<file path="src/irpe_pkg.sv">
// Shared constants and types for the infrared pulse encoder/decoder
package irpe_pkg;

  // ****************************************************************
  // System clock
  // ****************************************************************
  localparam int SYS_CLK_MHZ = 20;

  // ****************************************************************
  // Bit-clock slot timing
  // ****************************************************************
  localparam int                TICK_W          = 4;
  localparam int                SLOT_W          = 4;
  localparam logic [TICK_W-1:0] ENC_SAMPLE_TICK = 4'h7;
  localparam logic [TICK_W-1:0] ENC_HIGH_TICKS  = 4'h3;
  localparam logic [TICK_W-1:0] DEC_DELAY_TICKS = 4'h4;
  localparam logic [TICK_W-1:0] SLOT_LAST_TICK  = 4'hf;
  localparam logic [SLOT_W-1:0] FRAME_LAST_SLOT = 4'h9;

  // ****************************************************************
  // Times in ns and their cycle counts
  // ****************************************************************
  // Longest time rounds down
  localparam int LIMIT_NS      = 4000;
  localparam int LIMIT_CYC     = (LIMIT_NS * SYS_CLK_MHZ) / 1000;
  localparam int LIMIT_W       = $clog2(LIMIT_CYC + 1);
  // Least times round up
  localparam int PULSE_MIN_NS  = 1600;
  localparam int PULSE_MIN_CYC = (PULSE_MIN_NS * SYS_CLK_MHZ + 999) / 1000;
  localparam int PULSE_W       = $clog2(PULSE_MIN_CYC + 1);
  localparam int RST_FILT_NS   = 1000;
  localparam int RST_FILT_CYC  = (RST_FILT_NS * SYS_CLK_MHZ + 999) / 1000;
  localparam int FILT_W        = $clog2(RST_FILT_CYC + 1);

  // ****************************************************************
  // Reset levels and buffering
  // ****************************************************************
  localparam logic HOST_IDLE  = 1'b1;
  localparam logic IR_IDLE    = 1'b0;
  localparam int   FIFO_WIDTH = 1;
  localparam int   FIFO_DEPTH = 8;

  typedef enum logic [0:0] {ENC_IDLE, ENC_FRAME} irpe_enc_t;
  typedef enum logic [0:0] {DEC_IDLE, DEC_WAIT} irpe_dec_t;

endpackage

</file>
<file path="src/irpe_fifo_if.sv">
// Valid/ready carrier between the encoder front end and its bit FIFO
interface irpe_fifo_if #(parameter int WIDTH = 1);
  logic             push_valid;
  logic             push_ready;
  logic [WIDTH-1:0] push_data;
  logic             pop_valid;
  logic             pop_ready;
  logic [WIDTH-1:0] pop_data;

  modport fifo_side (input push_valid, push_data, pop_ready,
                     output push_ready, pop_valid, pop_data);
  modport user_side (output push_valid, push_data, pop_ready,
                     input push_ready, pop_valid, pop_data);
endinterface

</file>
<file path="src/irpe_fifo.sv">
// Parameterised synchronous FIFO with valid/ready on both sides
module irpe_fifo
  import irpe_pkg::*;
#(
  parameter int WIDTH = irpe_pkg::FIFO_WIDTH,
  parameter int DEPTH = irpe_pkg::FIFO_DEPTH
)
(
  // Clock and reset
  input wire logic        clk,
  input wire logic        rst,
  // Both sides
  irpe_fifo_if.fifo_side  q
);

  localparam int AW = $clog2(DEPTH);
  localparam int CW = $clog2(DEPTH + 1);

  // Pointer wrap relies on a power-of-two depth
  if (DEPTH < 2 || (DEPTH & (DEPTH - 1)) != 0)
  begin : g_bad_depth
    $error("FIFO depth must be a power of two of at least 2");
  end

  typedef struct packed {
    logic [DEPTH-1:0][WIDTH-1:0] mem;
    logic [AW-1:0]               wr;
    logic [AW-1:0]               rd;
    logic [CW-1:0]               cnt;
  } irpe_fifo_st_t;

  irpe_fifo_st_t st;
  irpe_fifo_st_t next_st;

  // Honest flags straight from the fill count
  assign q.push_ready = (st.cnt != CW'(DEPTH));
  assign q.pop_valid  = (st.cnt != '0);
  assign q.pop_data   = st.mem[st.rd];

  // Next state: write, read, and count update
  always_comb
  begin
    logic do_push;
    logic do_pop;
    do_push = q.push_valid && q.push_ready;
    do_pop  = q.pop_valid && q.pop_ready;
    next_st = st;
    if (do_push)
    begin
      next_st.mem[st.wr] = q.push_data;
      next_st.wr         = st.wr + 1'b1;
    end
    if (do_pop)
    begin
      next_st.rd = st.rd + 1'b1;
    end
    if (do_push && !do_pop)
    begin
      next_st.cnt = st.cnt + 1'b1;
    end
    else if (do_pop && !do_push)
    begin
      next_st.cnt = st.cnt - 1'b1;
    end
  end

  // State register
  always_ff @(posedge clk)
  begin
    if (rst)
    begin
      st <= '0;
    end
    else
    begin
      st <= next_st;
    end
  end

endmodule

</file>
<file path="src/irpe_top.sv">
// Infrared pulse encoder/decoder between a host UART and an optical transceiver

// How it works
// - While the filtered reset pin reads low, all encode and decode logic stays idle.
// - Once the filtered reset pin reads high, encoding and decoding start.
// - The reset pin is filtered so short glitches never reset the device.
// - In reset the host serial output is high and the pulse output low.
// - A host start bit raises the pulse output 7 to 8 bit clocks later.
// - A received pulse drives the host output low 3 to 4 bit clocks later.
// - Bit timing is counted on bit clock edges; limiter, pulse width and reset filter count SYS_CLK cycles.
// - A bit time is 16 bit clocks; a frame holds ten bit times.
// - A zero bit is low 7, high 3, then low 6 bit clocks.
// - A one bit keeps the pulse output low for the whole bit time.
// - A limiter ends any high pulse after 4.00 us whatever the baud rate.
// - A low pulse of at least 1.6 us decodes as zero; none means one.
// - Each decoded zero stays on the host output for a full bit time.
// - While a pulse is being received, transmission is suppressed.
// - Bit timing starts at the detected start edge, bits 16 clocks apart.
// - Holding the reset pin low stops the internal state machine.
module irpe_top
  import irpe_pkg::*;
#(
  parameter int FIFO_DEPTH = irpe_pkg::FIFO_DEPTH
)
(
  // System clock and reset
  input  wire logic SYS_CLK,
  input  wire logic RESET,
  // Device reset and bit clock pins
  input  wire logic DEV_RESET_N,
  input  wire logic BIT_CLOCK_X16,
  // Host UART side
  input  wire logic HOST_TX_IN,
  output logic      HOST_RX_OUT,
  // Optical transceiver side
  input  wire logic IR_PULSE_IN,
  output logic      IR_PULSE_OUT
);

  // ****************************************************************
  // State
  // ****************************************************************
  typedef struct packed {
    logic                bclk_m;
    logic                bclk_s;
    logic                bclk_d;
    logic                tick;
    logic                rst_m;
    logic                rst_s;
    logic                rst_ok;
    logic [FILT_W-1:0]   filt_cnt;
    logic                host_m;
    logic                host_s;
    logic                ir_m;
    logic                ir_s;
    logic                ir_d;
    irpe_enc_t           enc_state;
    logic [TICK_W-1:0]   enc_cnt;
    logic [SLOT_W-1:0]   enc_slot;
    logic                push_pend;
    logic                push_bit;
    logic                shp_active;
    logic [TICK_W-1:0]   hi_ticks;
    logic [LIMIT_W-1:0]  lim;
    logic [LIMIT_W:0]    hi_len;
    irpe_dec_t           dec_state;
    logic [TICK_W-1:0]   dec_cnt;
    logic [PULSE_W-1:0]  low_cyc;
    logic                qual;
    logic                out_low;
    logic [TICK_W-1:0]   out_cnt;
    logic                host_rx;
  } irpe_st_t;

  // Clears the core state the device reset pin governs; the FIFO has its own reset; synchronisers keep running
  function automatic irpe_st_t core_reset(input irpe_st_t s);
    irpe_st_t r;
    r            = s;
    r.enc_state  = ENC_IDLE;
    r.enc_cnt    = '0;
    r.enc_slot   = '0;
    r.push_pend  = 1'b0;
    r.push_bit   = 1'b0;
    r.shp_active = IR_IDLE;
    r.hi_ticks   = '0;
    r.lim        = '0;
    r.hi_len     = '0;
    r.dec_state  = DEC_IDLE;
    r.dec_cnt    = '0;
    r.low_cyc    = '0;
    r.qual       = 1'b0;
    r.out_low    = 1'b0;
    r.out_cnt    = '0;
    r.host_rx    = HOST_IDLE;
    return r;
  endfunction

  // Power-on value; idle line levels avoid a false start edge at release
  function automatic irpe_st_t st_init();
    irpe_st_t r;
    r        = '0;
    r.host_m = 1'b1;
    r.host_s = 1'b1;
    r.ir_m   = 1'b1;
    r.ir_s   = 1'b1;
    r.ir_d   = 1'b1;
    return core_reset(r);
  endfunction

  localparam irpe_st_t ST_INIT = st_init();

  irpe_st_t st;
  irpe_st_t next_st;
  logic     fifo_rst;

  irpe_fifo_if #(.WIDTH(FIFO_WIDTH)) fq ();

  // ****************************************************************
  // Bit FIFO between sampler and pulse shaper
  // ****************************************************************
  // Flushed with the device so no stale bit leaks out after reset
  assign fifo_rst      = RESET || !st.rst_ok;
  assign fq.push_valid = st.push_pend;
  assign fq.push_data  = st.push_bit;
  assign fq.pop_ready  = !st.shp_active;

  irpe_fifo #(
    .WIDTH (FIFO_WIDTH),
    .DEPTH (FIFO_DEPTH)
  ) u_fifo (
    .clk (SYS_CLK),
    .rst (fifo_rst),
    .q   (fq)
  );

  // Outputs come straight from flip-flops
  assign HOST_RX_OUT  = st.host_rx;
  assign IR_PULSE_OUT = st.shp_active;

  // ****************************************************************
  // Next-state logic
  // ****************************************************************
  always_comb
  begin
    logic ir_busy;
    ir_busy = !st.ir_s;
    next_st = st;
    // Pin synchronisers; first stages feed only second stages
    next_st.bclk_m = BIT_CLOCK_X16;
    next_st.bclk_s = st.bclk_m;
    next_st.bclk_d = st.bclk_s;
    next_st.tick   = st.bclk_s && !st.bclk_d;
    next_st.rst_m  = DEV_RESET_N;
    next_st.rst_s  = st.rst_m;
    next_st.host_m = HOST_TX_IN;
    next_st.host_s = st.host_m;
    next_st.ir_m   = IR_PULSE_IN;
    next_st.ir_s   = st.ir_m;
    next_st.ir_d   = st.ir_s;

    // Reset pin filter: level accepted only after it stays put long enough
    if (st.rst_s != st.rst_ok)
    begin
      if (st.filt_cnt == FILT_W'(RST_FILT_CYC - 1))
      begin
        next_st.rst_ok   = st.rst_s;
        next_st.filt_cnt = '0;
      end
      else
      begin
        next_st.filt_cnt = st.filt_cnt + 1'b1;
      end
    end
    else
    begin
      next_st.filt_cnt = '0;
    end

    // Sampler: frame timed from the detected start edge
    if (st.push_pend && fq.push_ready)
    begin
      next_st.push_pend = 1'b0;
    end
    case (st.enc_state)
      ENC_IDLE:
      begin
        if (st.tick && !st.host_s)
        begin
          next_st.enc_state = ENC_FRAME;
          next_st.enc_cnt   = '0;
          next_st.enc_slot  = '0;
        end
      end
      ENC_FRAME:
      begin
        if (st.tick)
        begin
          next_st.enc_cnt = st.enc_cnt + 1'b1;
          // Mid-bit sample also places the pulse 7 to 8 clocks after the edge
          if (next_st.enc_cnt == ENC_SAMPLE_TICK)
          begin
            next_st.push_pend = 1'b1;
            next_st.push_bit  = st.host_s;
          end
          if (st.enc_cnt == SLOT_LAST_TICK)
          begin
            if (st.enc_slot == FRAME_LAST_SLOT)
            begin
              next_st.enc_state = ENC_IDLE;
            end
            else
            begin
              next_st.enc_slot = st.enc_slot + 1'b1;
            end
          end
        end
      end
      default:
      begin
        next_st.enc_state = ENC_IDLE;
      end
    endcase

    // Pulse shaper: zero gives a three-clock pulse, cut by limiter or reception
    if (st.shp_active)
    begin
      next_st.lim    = st.lim + 1'b1;
      next_st.hi_len = st.hi_len + 1'b1;
      if (st.tick)
      begin
        next_st.hi_ticks = st.hi_ticks + 1'b1;
      end
      if (ir_busy)
      begin
        next_st.shp_active = 1'b0;
      end
      else if (st.lim == LIMIT_W'(LIMIT_CYC - 1))
      begin
        next_st.shp_active = 1'b0;
      end
      else if (st.tick && st.hi_ticks == ENC_HIGH_TICKS - 4'h1)
      begin
        next_st.shp_active = 1'b0;
      end
    end
    else
    begin
      next_st.hi_len = '0;
      // A one bit is popped and leaves the output low
      if (fq.pop_valid && !fq.pop_data && !ir_busy)
      begin
        next_st.shp_active = 1'b1;
        next_st.hi_ticks   = '0;
        next_st.lim        = '0;
      end
    end

    // Host output timer: one bit time per decoded zero
    if (st.out_low && st.tick)
    begin
      next_st.out_cnt = st.out_cnt + 1'b1;
      if (st.out_cnt == SLOT_LAST_TICK)
      begin
        next_st.out_low = 1'b0;
      end
    end

    // Pulse detector; a later reload keeps back-to-back zeros continuous
    case (st.dec_state)
      DEC_IDLE:
      begin
        if (!st.ir_s && st.ir_d)
        begin
          next_st.dec_state = DEC_WAIT;
          next_st.dec_cnt   = '0;
          next_st.low_cyc   = '0;
          next_st.qual      = 1'b0;
        end
      end
      DEC_WAIT:
      begin
        if (!st.ir_s && !st.qual)
        begin
          next_st.low_cyc = st.low_cyc + 1'b1;
          if (st.low_cyc == PULSE_MIN_CYC[PULSE_W-1:0] - 1'b1)
          begin
            next_st.qual = 1'b1;
          end
        end
        if (st.ir_s && !st.qual)
        begin
          next_st.dec_state = DEC_IDLE;
        end
        else if (st.tick)
        begin
          next_st.dec_cnt = st.dec_cnt + 1'b1;
          if (st.dec_cnt == DEC_DELAY_TICKS - 4'h1)
          begin
            next_st.dec_state = DEC_IDLE;
            if (st.qual)
            begin
              next_st.out_low = 1'b1;
              next_st.out_cnt = '0;
            end
          end
        end
      end
      default:
      begin
        next_st.dec_state = DEC_IDLE;
      end
    endcase
    next_st.host_rx = !next_st.out_low;

    // Device reset pin freezes the state machines at their idle levels
    if (!st.rst_ok)
    begin
      next_st = core_reset(next_st);
    end
  end

  // State register; release starts operation once the filter agrees
  always_ff @(posedge SYS_CLK)
  begin
    if (RESET)
    begin
      st <= ST_INIT;
    end
    else
    begin
      st <= next_st;
    end
  end
endmodule

</file>
<file path="config.mk">
export PLATFORM = sky130hd
export DESIGN_NAME = irpe_top
export DESIGN_NICKNAME = d
export VERILOG_FILES = /design/src/irpe_pkg.sv /design/src/irpe_fifo_if.sv /design/src/irpe_fifo.sv /design/src/irpe_top.sv
export SDC_FILE = /design/constraint.sdc
export NUM_CORES = 1
export LEC_CHECK = 0
export ABC_AREA = 0
export BUFFER_PORTS_ARGS = -buffer_cell sky130_fd_sc_hd__buf_4
export CORE_MARGIN = 8
export CORE_UTILIZATION = 40
export DETAILED_ROUTE_END_ITERATION = 10
export HOLD_SLACK_MARGIN = 0.02
export PLACE_DENSITY = 0.64
export SYNTH_ARGS = -nofsm -noshare
export SYNTH_HDL_FRONTEND = slang
export SYNTH_SLANG_ARGS = --single-unit
export TNS_END_PERCENT = 100
</file>
<file path="constraint.sdc">
create_clock -name SYS_CLK -period 7.3 [get_ports SYS_CLK]
set_clock_uncertainty 0.15 [all_clocks]
set_input_delay 1.095 -clock SYS_CLK [delete_from_list [all_inputs] [get_ports SYS_CLK]]
set_output_delay 1.095 -clock SYS_CLK [all_outputs]
set_load 0.05 [all_outputs]
</file>
==> impl_metrics.json <==
{
  "pwr-share-comb_pct": 0.9,
  "setup_viol": 0,
  "synth.avg_cell_area_sq_um": 9.012,
  "viasPerCell": 5.245,
  "drive_gt1_share_pct": 9.351,
  "ys.flop_type": "dfxtp_1",
  "grt_pass1_wl_um": 10400,
  "crit_chain": "or4b_1, nand2_1, inv_1, ha_1, inv_1, ha_1, a21o_1, a21oi_1, mux2i_1, mux2i_1",
  "ys_warn_count": 0,
  "grt_pass1_vias": 2317,
  "outcome": "completed",
  "wl_per_cell_um": 12.29,
  "vias": 2570,
  "async_flop_share_pct": 0,
  "regArea_sq_mm": 0.001521,
  "crit_type": "flop to flop",
  "syn_inst": 380,
  "setup_tns_ns": 0,
  "cts_resized": 0,
  "drt-total-wl_um": 6023,
  "synth_most_common_cell": "dfxtp_1",
  "drtIter0Drc": 120,
  "switching_power_w": 0.0001584,
  "clk_path_buf_depth": 2,
  "cts_buffers": 9,
  "multi_input_comb_area_sq_mm": 0.001762,
  "max_stage_delay_ns": 0.65,
  "gp_congestion": 0.7589,
  "crit_fanout": 6,
  "synth_cell_types": 51,
  "grt_max_degree": 35,
  "vdd_drop_max_mv": 0.09210,
  "track_usage_pct": 10.90,
  "p_per_area_mw_per_mm2": 205.8,
  "power_switching_share_pct": 20.52,
  "instances_no_fill": 490,
  "worstHoldEndpoint": "st[62]",
  "ys_top_cells_by_area": "dfxtp_1, ha_1, nor2_1",
  "slew_violations": 0,
  "maxCapViolCount": 0,
  "synth_edf_count": 0,
  "grt_use_met2_pct": 17.57,
  "ys_seq_area_share_pct": 44.43,
  "synth_top_family_by_area": "simple AND/OR/NAND/NOR gates",
  "n_fill_cell": 817,
  "timing.rr.end": "u_fifo.st[3]",
  "setup_ws_ns": 4.420,
  "areaGrowthSynthToFinish_pct": 9.536,
  "synthAdderAreaFrac_pct": 6.430,
  "place_ws_ns": 4.061,
  "synth-compound-area-share_pct": 12.64,
  "post-route-util_pct": 45.42,
  "tightest_slew_ns": 1.056,
  "synth.net_count": 403,
  "ff2ff_path_depth": 10,
  "r2r-start": "u_fifo.st[0]",
  "placementRows": 33,
  "grt-busiest-layer": "met2",
  "whs_path_depth": 1,
  "post-route-period-util_pct": 39.46,
  "power_frac_clock_pct": 44.8,
  "htree_levels": 3,
  "synth_top_area_share_pct": 44.43,
  "diodes": 0,
  "path_delay_family": "simple AND/OR/NAND/NOR gates",
  "worst_setup_path_start_kind": "flop",
  "clkLatencyLatePin_ns": 0.35,
  "use_met1_pct": 13.17,
  "fmax_ghz": 0.3472,
  "antenna_found_initial": 0,
  "cts_tree": "yes",
  "yosysTopAreaCell": "dfxtp_1",
  "min-delay-start": "st[63]",
  "path_buf_inv": 2,
  "pwr-share-seq_pct": 54.3,
  "synth-seq-cells": 76,
  "post_cts_buffers": 0,
  "root_buffer": "clkbuf_8",
  "clk_pin_slew_worst_paths_ns": 0.08,
  "start_util_pct": 41.47,
  "max_slew_margin_pct": 29.44,
  "whs_ns": 0.2397,
  "slowest_stage": "or4b_1",
  "rrSetupSlack_ns": 4.42,
  "overflow": 0,
  "fp.dieH_um": 108.5,
  "synth-simple-area-share_pct": 22.51,
  "period_needed_ns": 2.880,
  "grtUsageMet3_pct": 3.510,
  "clock-sinks": 76,
  "io_buffer_count": 7,
  "synth_xor_xnor_area_share_pct": 6.138,
  "rsz0062_at_grt": "no",
  "io_pins": 8,
  "ant_nets": 0,
  "drc": 0,
  "p_leak_nw": 1.287,
  "fin_nets": 403,
  "hpwl_um": 4081,
  "dp_cells": 474,
  "critPathCaptureType": "flop",
  "hold_viol": 0,
  "hp-class": "flop to flop",
  "cp.arrival_ns": 3.01,
  "dieArea_sq_mm": 0.01178,
  "fp.coreArea_sq_mm": 0.008258,
  "synthMuxAreaShare_pct": 3.727,
  "critPathRequiredTime_ns": 7.43,
  "p_int_w": 0.0006134,
  "cts_hold_buf": 0,
  "die-width_um": 108.5,
  "netlist_area_sq_mm": 0.003425,
  "synth_commonest_cells": "dfxtp_1, nor2_1, nand2_1, nand3_1, a21oi_1",
  "dr.pass1.iters": 4
}
==> cell usage in the layout (no fill, tap or decap), types with 2 or more instances in the layout <==
cell type / instances
dfxtp_1: 76
nor2_1: 40
nand2_1: 28
nand3_1: 24
a21oi_1: 19
ha_1: 16
inv_1: 14
xnor2_1: 12
xor2_1: 12
nand2b_1: 11
o21ai_0: 9
clkbuf_8: 9
buf_4: 9
or3_1: 8
nor3_1: 7
or2_2: 7
nor2b_1: 7
mux2i_1: 6
o211ai_1: 6
o31ai_1: 6
nand3b_1: 5
nand4_1: 5
mux2_2: 3
nor3b_1: 3
o22ai_1: 3
a31oi_1: 3
and3_1: 3
o41ai_1: 3
o311ai_0: 3
a211oi_1: 2
a21o_1: 2
bufinv_16: 2
clkinvlp_4: 2
==> layout make-up <==
class | count | share of cell area, %
repair buffers | 9 | 1.801
clock buffers | 10 | 3.402
well taps | 105 | 3.502
inverters | 14 | 1.401
flip-flops and latches | 76 | 40.56
multi-input cells | 270 | 46.96
clock inverters | 6 | 2.368
==> flip-flops by register name, summed over array words and instances, names as in the netlist <==
name	flops
fq.push_valid	1
u_fifo.st	18
fq.push_data	1
st	54
HOST_RX_OUT	1
IR_PULSE_OUT	1
==> logic make-up (layout without fill, tap and decap cells) <==
logic type      after synthesis  count (layout)
fa+ha+maj                    17              17
mux                          11              11
flops                        76              76
compound gates               65              65
xor+xnor                     24              24
buf+inv                      34              39
simple gates                153             153
==> through the flow <==
stage	cell area [sq um]	total power [W]
floorplan	3425	0.0004329
global placement	3535	0.0004359
detailed placement	3535	0.0004363
CTS	3751	0.0007843
global route	3751	0.0008056
finish	3751	0.0007718
==> worst max-delay path by stage <==
stage,startpoint,cells past startpoint,slack (ns),endpoint
6_report,u_fifo.st[0],10,4.42,u_fifo.st[3]
5_1_grt,u_fifo.st[0],10,4.24,u_fifo.st[3]
4_1_cts,u_fifo.st[0],10,4.42,u_fifo.st[3]
3_5_place_dp,RESET,5,4.06,u_fifo.st[10]
3_3_place_gp,RESET,5,4.17,u_fifo.st[10]
2_1_floorplan,u_fifo.st[0],11,4.65,u_fifo.st[3]
==> power by group through the flow <==
stage                      logic (W)  registers [W]  clock network, W
after detailed placement  0.00000727       0.000429                 0
after global placement    0.00000712       0.000429                 0
final                     0.00000717       0.000419          0.000345
after global routing      0.00000814       0.000420          0.000378
after floorplan           0.00000554       0.000427                 0
after CTS                 0.00000726       0.000419          0.000358
==> metal layers <==
metal,wire (um),up-vias
li1,-,1333
met1,3030,1200
met2,2722,32
met3,190,5
met4,79,0
met5,0,-
Power figures use the tool's default switching activity.
